File: config.mk
export PLATFORM = sky130hd
export DESIGN_NAME = rapu_top
export DESIGN_NICKNAME = d
export VERILOG_FILES = /design/src/hw/rapu_pkg.sv /design/src/hw/rapu_top.sv
export VERILOG_INCLUDE_DIRS = /design/src /design/src/hw
export SDC_FILE = /design/constraint.sdc
export NUM_CORES = 2
export LEC_CHECK = 0
export ABC_AREA = 0
export BUFFER_PORTS_ARGS = -buffer_cell sky130_fd_sc_hd__buf_2
export CORE_MARGIN = 5
export CORE_UTILIZATION = 55
export DETAILED_ROUTE_END_ITERATION = 6
export PLACE_DENSITY = 0.72
export SETUP_SLACK_MARGIN = 0.02
export SLEW_MARGIN = 20
export SYNTH_ARGS = -nofsm -noshare
export SYNTH_HDL_FRONTEND = slang
export SYNTH_SLANG_ARGS = --single-unit
File: constraint.sdc
create_clock -name ref_clk_i -period 11.6 [get_ports ref_clk_i]
set_clock_uncertainty 0.1 [all_clocks]
set_input_delay 0.58 -clock ref_clk_i [delete_from_list [all_inputs] [get_ports ref_clk_i]]
set_output_delay 0.58 -clock ref_clk_i [all_outputs]
set_load 0.03 [all_outputs]
File: src/hw/rapu_defs.svh
`ifndef RAPU_DEFS_SVH
`define RAPU_DEFS_SVH

// ----------------------------------------
// register map
// ----------------------------------------
`define RAPU_SLOT_LSB        5
`define RAPU_OFF_BASE        3'h0
`define RAPU_OFF_RIGHTS      3'h1
`define RAPU_CTRL_SEL        1'h1
`define RAPU_OFF_STATUS      3'h0
`define RAPU_OFF_MASK        3'h1
`define RAPU_OFF_FAULT       3'h2

// ----------------------------------------
// field positions
// ----------------------------------------
`define RAPU_BASE_ADDR_LSB   8
`define RAPU_SLICE_MSB       7
`define RAPU_RT_UR           0
`define RAPU_RT_UW           1
`define RAPU_RT_UX           2
`define RAPU_RT_KR           3
`define RAPU_RT_KW           4
`define RAPU_RT_KX           5
`define RAPU_RT_OPEN         6
`define RAPU_RT_SKIP         7
`define RAPU_RT_SIZE_LSB     8
`define RAPU_RT_SIZE_MSB     12
`define RAPU_RT_EN           15
`define RAPU_RT_CTX_LSB      16
`define RAPU_RT_LOW_MASK     32'h0000_9fff
`define RAPU_SIZE_MIN        5'h07
`define RAPU_SUB_SHIFT       6'h02
`define RAPU_ST_VIOL         0
`define RAPU_ST_MISS         1
`define RAPU_RESP_OK         2'h0
`define RAPU_RESP_SLVERR     2'h2

`endif

File: src/hw/rapu_pkg.sv
package rapu_pkg;

  typedef enum logic [1:0] {
    RAPU_IDLE  = 2'h0,
    RAPU_WALK  = 2'h1,
    RAPU_REPLY = 2'h3
  } rapu_state_t;

  typedef enum logic [1:0] {
    RAPU_KIND_MASTER     = 2'h0,
    RAPU_KIND_SHARED     = 2'h1,
    RAPU_KIND_PERIPHERAL = 2'h2
  } rapu_kind_t;

  typedef struct packed {
    logic [31:0] addr;
    logic [11:0] size_m1;
    logic        write;
    logic        exec;
    logic        user;
    logic        secure;
    logic [3:0]  protection_context;
  } rapu_xfer_t;

  typedef struct packed {
    logic grant;
    logic bus_error;
  } rapu_resp_t;

endpackage : rapu_pkg

File: src/hw/rapu_top.sv
// The Avalon-MM register port and the register addresses are this design's own decisions.
`timescale 1ns/1ps
`include "rapu_defs.svh"

module rapu_top
  import rapu_pkg::*;
#(
  parameter int         NSTRUCT = 8,
  parameter rapu_kind_t KIND    = RAPU_KIND_SHARED
) (
  // clock and reset
  input  wire logic        ref_clk_i,
  input  wire logic        resetn_i,
  // avalon-mm register slave
  input  wire logic [11:0] avs_address_i,
  input  wire logic        avs_read_i,
  input  wire logic        avs_write_i,
  input  wire logic [3:0]  avs_byteenable_i,
  input  wire logic [31:0] avs_writedata_i,
  output logic      [31:0] avs_readdata_o,
  output logic      [1:0]  avs_response_o,
  output logic             avs_waitrequest_o,
  // transfer check request
  input  wire logic        xfer_valid_i,
  input  rapu_xfer_t       xfer_i,
  output logic             xfer_ready_o,
  // transfer verdict
  output logic             resp_valid_o,
  output rapu_resp_t       resp_o,
  // interrupt
  output logic             irq_o
);

  // ----------------------------------------
  // state
  // ----------------------------------------
  typedef struct packed {
    logic [NSTRUCT-1:0][31:0] base;
    logic [NSTRUCT-1:0][31:0] rights;
    logic [1:0]               irq_stat;
    logic [1:0]               irq_mask;
    logic [31:0]              fault_addr;
    logic                     bus_ack;
    logic [31:0]              rdata;
    logic [1:0]               bresp;
    rapu_state_t              fsm;
    logic [26:0]              cur_blk;
    logic [26:0]              end_blk;
    rapu_xfer_t               req;
    logic                     denied;
    logic                     grant;
  } state_t;

  state_t q;
  state_t d;

  localparam bit CTX_UNIT = (KIND != RAPU_KIND_MASTER);

  // ----------------------------------------
  // helpers
  // ----------------------------------------
  function automatic logic [31:0] merge(input logic [31:0] old, input logic [31:0] nw, input logic [3:0] be);
    logic [31:0] r;
    r = old;
    for (int b = 0; b < 4; b++) begin
      if (be[b]) begin
        r[b*8 +: 8] = nw[b*8 +: 8];
      end
    end
    return r;
  endfunction : merge

  // region hit, size is 2^(code+1) bytes; codes below 256 bytes clamp to it
  function automatic logic region_hit(input logic [31:0] base, input logic [31:0] rt, input logic [31:0] addr);
    logic [4:0]  code;
    logic [5:0]  shift;
    logic [31:0] mask;
    logic [2:0]  sub;
    code = rt[`RAPU_RT_SIZE_MSB:`RAPU_RT_SIZE_LSB];
    if (code < `RAPU_SIZE_MIN) begin
      code = `RAPU_SIZE_MIN;
    end
    shift = {1'b0, code} + 6'h01;
    mask  = (shift[5]) ? 32'h0000_0000 : (32'hffff_ffff << shift);
    sub   = 3'((addr >> (shift - 6'h01 - `RAPU_SUB_SHIFT)) & 32'h0000_0007);
    return rt[`RAPU_RT_EN]
        && ((addr & mask) == ({base[31:`RAPU_BASE_ADDR_LSB], 8'h00} & mask))
        && !base[sub];
  endfunction : region_hit

  function automatic logic ctx_ok(input logic [31:0] rt, input logic [3:0] ctx);
    logic [15:0] bits;
    bits    = rt[31:`RAPU_RT_CTX_LSB];
    bits[0] = 1'b1;
    return bits[ctx];
  endfunction : ctx_ok

  // mode/type, secure and context checks, all must pass
  function automatic logic rights_ok(input logic [31:0] rt, input rapu_xfer_t x);
    logic mode_ok;
    logic sec_ok;
    logic pc_ok;
    if (x.write) begin
      mode_ok = x.user ? rt[`RAPU_RT_UW] : rt[`RAPU_RT_KW];
    end else if (x.exec) begin
      mode_ok = x.user ? (rt[`RAPU_RT_UR] && rt[`RAPU_RT_UX])
                       : (rt[`RAPU_RT_KR] && rt[`RAPU_RT_KX]);
    end else begin
      mode_ok = x.user ? rt[`RAPU_RT_UR] : rt[`RAPU_RT_KR];
    end
    sec_ok = rt[`RAPU_RT_OPEN] || x.secure;
    pc_ok  = !CTX_UNIT || rt[`RAPU_RT_SKIP] || ctx_ok(rt, x.protection_context);
    return mode_ok && sec_ok && pc_ok;
  endfunction : rights_ok

  // ----------------------------------------
  // structure scan for the current block
  // ----------------------------------------
  logic [31:0] blk_addr;
  logic        found;
  logic        blk_ok;
  logic [31:0] sel_rt;

  always_comb begin
    blk_addr = {q.cur_blk, 5'h00};
    found    = 1'b0;
    sel_rt   = 32'h0000_0000;
    // downward scan, first hit wins; a SKIP hit whose context fails is passed over
    for (int i = NSTRUCT - 1; i >= 0; i--) begin
      if (!found && region_hit(q.base[i], q.rights[i], blk_addr)) begin
        if (CTX_UNIT && q.rights[i][`RAPU_RT_SKIP] && !ctx_ok(q.rights[i], q.req.protection_context)) begin
          found = 1'b0;
        end else begin
          found  = 1'b1;
          sel_rt = q.rights[i];
        end
      end
    end
    blk_ok = !found || rights_ok(sel_rt, q.req);
  end

  // ----------------------------------------
  // register read decode
  // ----------------------------------------
  logic        is_ctrl;
  logic [5:0]  slot;
  logic [2:0]  word;
  logic        mapped;
  logic [31:0] rd_val;

  always_comb begin
    is_ctrl = avs_address_i[11];
    slot    = avs_address_i[10:`RAPU_SLOT_LSB];
    word    = avs_address_i[4:2];
    mapped  = 1'b0;
    rd_val  = 32'h0000_0000;
    if (is_ctrl == `RAPU_CTRL_SEL) begin
      if (slot == 6'h00) begin
        mapped = 1'b1;
        case (word)
          `RAPU_OFF_STATUS: rd_val = {30'h0, q.irq_stat};
          `RAPU_OFF_MASK:   rd_val = {30'h0, q.irq_mask};
          `RAPU_OFF_FAULT:  rd_val = q.fault_addr;
          default:          mapped = 1'b0;
        endcase
      end
    end else if (32'(slot) < NSTRUCT) begin
      mapped = 1'b1;
      case (word)
        `RAPU_OFF_BASE:   rd_val = q.base[slot];
        `RAPU_OFF_RIGHTS: begin
          rd_val = q.rights[slot] & `RAPU_RT_LOW_MASK;
          if (CTX_UNIT) begin
            rd_val[31:`RAPU_RT_CTX_LSB] = {q.rights[slot][31:`RAPU_RT_CTX_LSB+1], 1'b1};
          end
        end
        default:          mapped = 1'b0;
      endcase
    end
  end

  // ----------------------------------------
  // next state
  // ----------------------------------------
  logic [1:0]  ev;
  logic [1:0]  clr;
  logic [31:0] last;
  logic [31:0] mask_w;

  always_comb begin
    d      = q;
    ev     = 2'h0;
    clr    = 2'h0;
    last   = xfer_i.addr + {20'h0, xfer_i.size_m1};
    // merged mask word, only the low two bits are kept
    mask_w = merge({30'h0, q.irq_mask}, avs_writedata_i, avs_byteenable_i);

    // bus: decode on first cycle, write and answer on second
    if ((avs_read_i || avs_write_i) && !q.bus_ack) begin
      d.bus_ack = 1'b1;
      d.rdata   = avs_read_i ? rd_val : 32'h0000_0000;
      d.bresp   = mapped ? `RAPU_RESP_OK : `RAPU_RESP_SLVERR;
    end else begin
      d.bus_ack = 1'b0;
      if (q.bus_ack && avs_write_i && mapped) begin
        if (is_ctrl == `RAPU_CTRL_SEL) begin
          case (word)
            `RAPU_OFF_STATUS: clr        = avs_byteenable_i[0] ? avs_writedata_i[1:0] : 2'h0;
            `RAPU_OFF_MASK:   d.irq_mask = mask_w[1:0];
            default:          d.irq_mask = q.irq_mask;
          endcase
        end else begin
          case (word)
            `RAPU_OFF_BASE:   d.base[slot]   = merge(q.base[slot], avs_writedata_i, avs_byteenable_i);
            `RAPU_OFF_RIGHTS: d.rights[slot] = merge(q.rights[slot], avs_writedata_i, avs_byteenable_i);
            default:          d.bresp        = q.bresp;
          endcase
        end
      end
    end

    // transfer walk
    case (q.fsm)
      RAPU_IDLE: begin
        if (xfer_valid_i) begin
          d.req     = xfer_i;
          d.cur_blk = xfer_i.addr[31:`RAPU_SLOT_LSB];
          d.end_blk = last[31:`RAPU_SLOT_LSB];
          d.denied  = 1'b0;
          d.fsm     = RAPU_WALK;
        end
      end
      RAPU_WALK: begin
        // one 32-byte block per cycle
        d.cur_blk = q.cur_blk + 27'h1;
        if (!found) begin
          ev[`RAPU_ST_MISS] = 1'b1;
        end
        if (!blk_ok) begin
          d.denied = 1'b1;
          if (!q.denied) begin
            d.fault_addr      = blk_addr;
            ev[`RAPU_ST_VIOL] = 1'b1;
          end
        end
        if (q.cur_blk == q.end_blk) begin
          d.grant = !(q.denied || !blk_ok);
          d.fsm   = RAPU_REPLY;
        end
      end
      RAPU_REPLY: begin
        d.fsm = RAPU_IDLE;
      end
      default: begin
        d.fsm = RAPU_IDLE;
      end
    endcase

    // set wins over a same-cycle clear
    d.irq_stat = (q.irq_stat & ~clr) | ev;
  end

  // ----------------------------------------
  // registers
  // ----------------------------------------
  always_ff @(posedge ref_clk_i or negedge resetn_i) begin
    if (!resetn_i) begin
      q <= '0;
    end else begin
      q <= d;
    end
  end

  // ----------------------------------------
  // outputs
  // ----------------------------------------
  assign avs_waitrequest_o = (avs_read_i || avs_write_i) && !q.bus_ack;
  assign avs_readdata_o    = q.rdata;
  assign avs_response_o    = q.bresp;
  assign xfer_ready_o      = (q.fsm == RAPU_IDLE);
  assign resp_valid_o      = (q.fsm == RAPU_REPLY);
  assign resp_o.grant      = q.grant;
  assign resp_o.bus_error  = !q.grant;
  assign irq_o             = |(q.irq_stat & q.irq_mask);

endmodule : rapu_top

==> results summary <==
In the routed design, unresolved DRC markers number 0. The wire length of the first global-routing pass is roughly 250,000 um. Clock tree synthesis selected as its root buffer the cell clkbuf_16. Of the cells placed in the final design, the portion with a size suffix greater than 1 is 0.140.

The die span in y is between 200 and 300 um. The initial antenna violation count is 4. The number of routed nets with antenna violations came out at 0. In the synthesized netlist the async set-or-reset flop fraction comes to 1.00.

The net switching power of the design came out at 1.14 mW. The net switching share of the total power came out at 0.245. The aggregate global routing overflow is 0. The clock latency on the worst-skew pair came out at just over 0.6 ns. The CTS tree is built. The kind of cell with the highest combined delay along the critical path is compound AO/OA/AOI/OAI gates. The post-synthesis instance total came out at a little under 5,000. The area overhead of the layout relative to synthesis is 7.81%. The H-tree depth came out at 3. During I/O placement, the number of pins put on the boundary was approximately 150. The total die area came out at between 0.08 and 0.09 mm2.

The mean cell area of the mapped netlist is 8.81 um2. Input and output buffers added on the ports amount to between 100 and 150. The class of the worst hold path is in2reg. The worst stage delay on the critical path is ~0.90 ns. The total of warnings raised by yosys came out at 0. Along the worst hold path, the cell count comes to 3.

In this run the cell area of the synthesized design comes to 0.0428 mm2. The ratio of routed vias to standard cells is 7.09. The number of fill cells is 6,713. The critical setup path kind is reg2reg. For this run, the leading register cell type out of synthesis is dfrtp_1.

The via count of the first global-routing pass came out at 38,000. The critical path crosses 23 cells after its start point. The cell area power density came out at 101 mW/mm2. The standby leakage power came out at 19.4 nW.

The slowest stage cell on the critical path is nor3_1. The total via count in the routed design came out at 41,100. The count of cells resized by post-cts repair came out at 0. The largest net degree at the start of global routing is 172. The longest clock path from root to sink contains 3 buffers. The register bit total from synthesis is 619.

Wires add up to 172,000 um. The total chip power is roughly 4.7 mW. The library cell used most frequently in the layout, excluding fill and tap cells, is nand2_1.

The design internal power is 3.52 mW. In the finished design, the share of the clock period the worst path needs comes to 0.872. The number of nets in the layout is around 4,900. The number of distinct standard cells referenced by the synthesized netlist came out at 95. The worst slew margin relative to its limit is 0.184. The critical path data required time is ~12 ns. The number of enable flip-flop cells after synthesis came out at 0. The detailed placement HPWL is about 120,000 um. The number of nets in the synthesized netlist is about 5,000. The starting DRC count in detailed routing is 6,558. The critical path goes through o21ba_2 -> inv_1 -> ha_1 -> inv_1 -> ha_1 -> xnor2_2 -> mux2i_1 -> mux4_2 -> mux2_2 -> o32ai_1 -> nand2_1 -> mux2_2 -> a32oi_1 -> nor2_2 -> buf_4 -> nor3_1 -> a22oi_1 -> a311o_1 -> a32o_1 -> a211oi_1 -> a2111oi_4 -> buf_4 -> mux2_1.

The number of pins exceeding their max-slew limit in the final report came out at 0. The run finished with clean final reports. The sequential element share of the synthesized area came out at 0.362. The top cell types in the final layout, fill and taps aside, are nand2_1, o21ai_0, dfrtp_1. The number of buffers and inverters on the critical path is 4. The pre-antenna-repair detailed-routing pass consisted of 7 iterations. The region available for standard cell placement spans ~0.077 mm2.

The setup-violating endpoint count in the final report is 0. The hold violation count in the final report came to 0. Measured along the x axis, the die boundary spans 289 um.

The number of cells traversed by the worst register-to-register path came out at 23. The part of the total power dissipated in combinational logic is 0.049. At the worst endpoint, the arrival time is between 10 and 15 ns. The kind of end point of the critical path is a register.

The average routed wire per standard cell came out at just under 30 um. Timing would allow up to between 90 and 100 MHz. The shortest period the worst path allows is 10.12 ns.

The actual slew at the worst max-slew pin is 1.21 ns. The total track usage is 0.401. The number of core rows is about 100. The sequential share of power came out at 0.463.

The clock network fraction of total power is 0.488. TritonCTS created 67 clock buffers. The clock transition at the registers of the reported paths is 0.06 ns.

The last weighted congestion value of the routability-driven placer is about 1.1. The summed negative setup slack over all endpoints came out at 0 ns. Setup repair after global routing left no endpoint under its margin.

The number of sinks on the clock net came out at about 620. The count of max-cap constraint violations came out at 0. The initial core utilization came out at 0.554. The critical path launch point type is a register. The maximum vdd ir drop is about 0.14 mV. In this run the worst path has a maximum fanout of 28.
## per-layer routing
metal / global-route usage / vias up / wire [um]
li1: - / 17500 / -
met1: 0.544 / 19700 / 63900
met2: 0.551 / 3233 / 68400
met3: 0.145 / 666 / 25900
met4: 0.239 / 6 / 13400
met5: 0 / - / 33
## cell families after synthesis
kind of cell	synth area share
flip-flops	0.362
adder cells (fa/ha/maj)	0.0167
multiplexers	0.125
buffers and inverters	0.0536
XOR/XNOR	0.0592
AO/OA/AOI/OAI	0.238
other	0.0000876
AND/OR/NAND/NOR	0.146
## power groups by stage
stage | Sequential, mW | Combinational [mW] | Clock, mW
4_1_cts | 2.16 | 0.219 | 2.27
3_3_place_gp | 2.20 | 0.217 | 0
3_5_place_dp | 2.20 | 0.218 | 0
5_1_grt | 2.16 | 0.239 | 2.36
6_report | 2.16 | 0.227 | 2.28
2_1_floorplan | 2.20 | 0.0825 | 0
## worst reg2reg max path, delay by kind of cell (launching register included)
| family | cells | cell delay, ns |
|---|---|---|
| adders and majority gates | 2 | 0.89 |
| buffers and inverters | 4 | 1.08 |
| DFF | 1 | 0.67 |
| muxes | 5 | 1.64 |
| and+or+nand+nor | 3 | 1.30 |
| AOI/OAI and AO/OA | 8 | 3.54 |
| xor gates and xnor gates | 1 | 0.79 |
## metrics by stage
step                hold WS (ns)  area, um2   util  setup WS [ns]  cells
finish                    0.0598      46200  0.597           1.48   5801
global placement           0.360      43800  0.567           2.09   5676
floorplan                  0.184      42800      -           4.13   4858
global route              0.0598      46200  0.597           1.26   5798
CTS                       0.0487      46100  0.597           1.90   5797
detailed placement         0.369      43800  0.567           1.94   5676
## path summary, 6_finish.rpt
kind | start | endpoint | slack, ns
setup reg to reg | q[417] | q[174] | 1.48
hold reg to reg | avs_readdata_o[3] | avs_readdata_o[3] | 0.38
hold / removal | xfer_i[1] | q[3] | 0.06
setup / recovery | q[417] | q[174] | 1.48
min in group asynchronous | resetn_i | q[54] | 0.47
max in group asynchronous | resetn_i | q[2] | 8.62
## repair_timing
item	4_1_cts	5_1_grt
setup endpoints to repair	0	0
buffers inserted	0	0
hold endpoints to repair	84	0
hold buffers	1	0
## synth_stat cells, types with 27 or more instances
cell type | number | area [um2]
a211oi_1 | 33 | 248
a21oi_1 | 183 | 916
a221oi_1 | 30 | 263
a22oi_1 | 253 | 1900
a31oi_1 | 27 | 169
and3_1 | 27 | 169
buf_1 | 63 | 236
buf_4 | 39 | 293
clkbuf_1 | 342 | 1280
dfrtp_1 | 619 | 15500
ha_1 | 57 | 713
inv_1 | 85 | 319
mux2_2 | 77 | 867
mux2i_1 | 108 | 1080
mux4_2 | 149 | 3360
nand2_1 | 758 | 2850
nand2b_1 | 59 | 369
nand3_1 | 98 | 490
nand4_1 | 81 | 507
nor2_1 | 161 | 604
nor2b_1 | 27 | 169
nor3_1 | 43 | 215
o21ai_0 | 728 | 3640
o21ai_1 | 33 | 165
xnor2_1 | 151 | 1320
xor2_1 | 131 | 1150
## registers in the layout, summed over array words and instances, names as in the netlist
register	count
resp_o	1
q	558
avs_response_o	1
blk_addr	27
avs_readdata_o	32
## area by class of cell
cell class              instances  area [um2]  area share
flip-flops and latches        619       15500       0.336
clock inverters                22         263     0.00569
inverters                      91         342     0.00740
diodes                          3        7.51    0.000163
multi-input cells            3680       25200       0.545
well taps                    1040        1300      0.0282
repair buffers                248        1550      0.0335
clock buffers                  98        2050      0.0443
(Power assumes the default switching activity.)
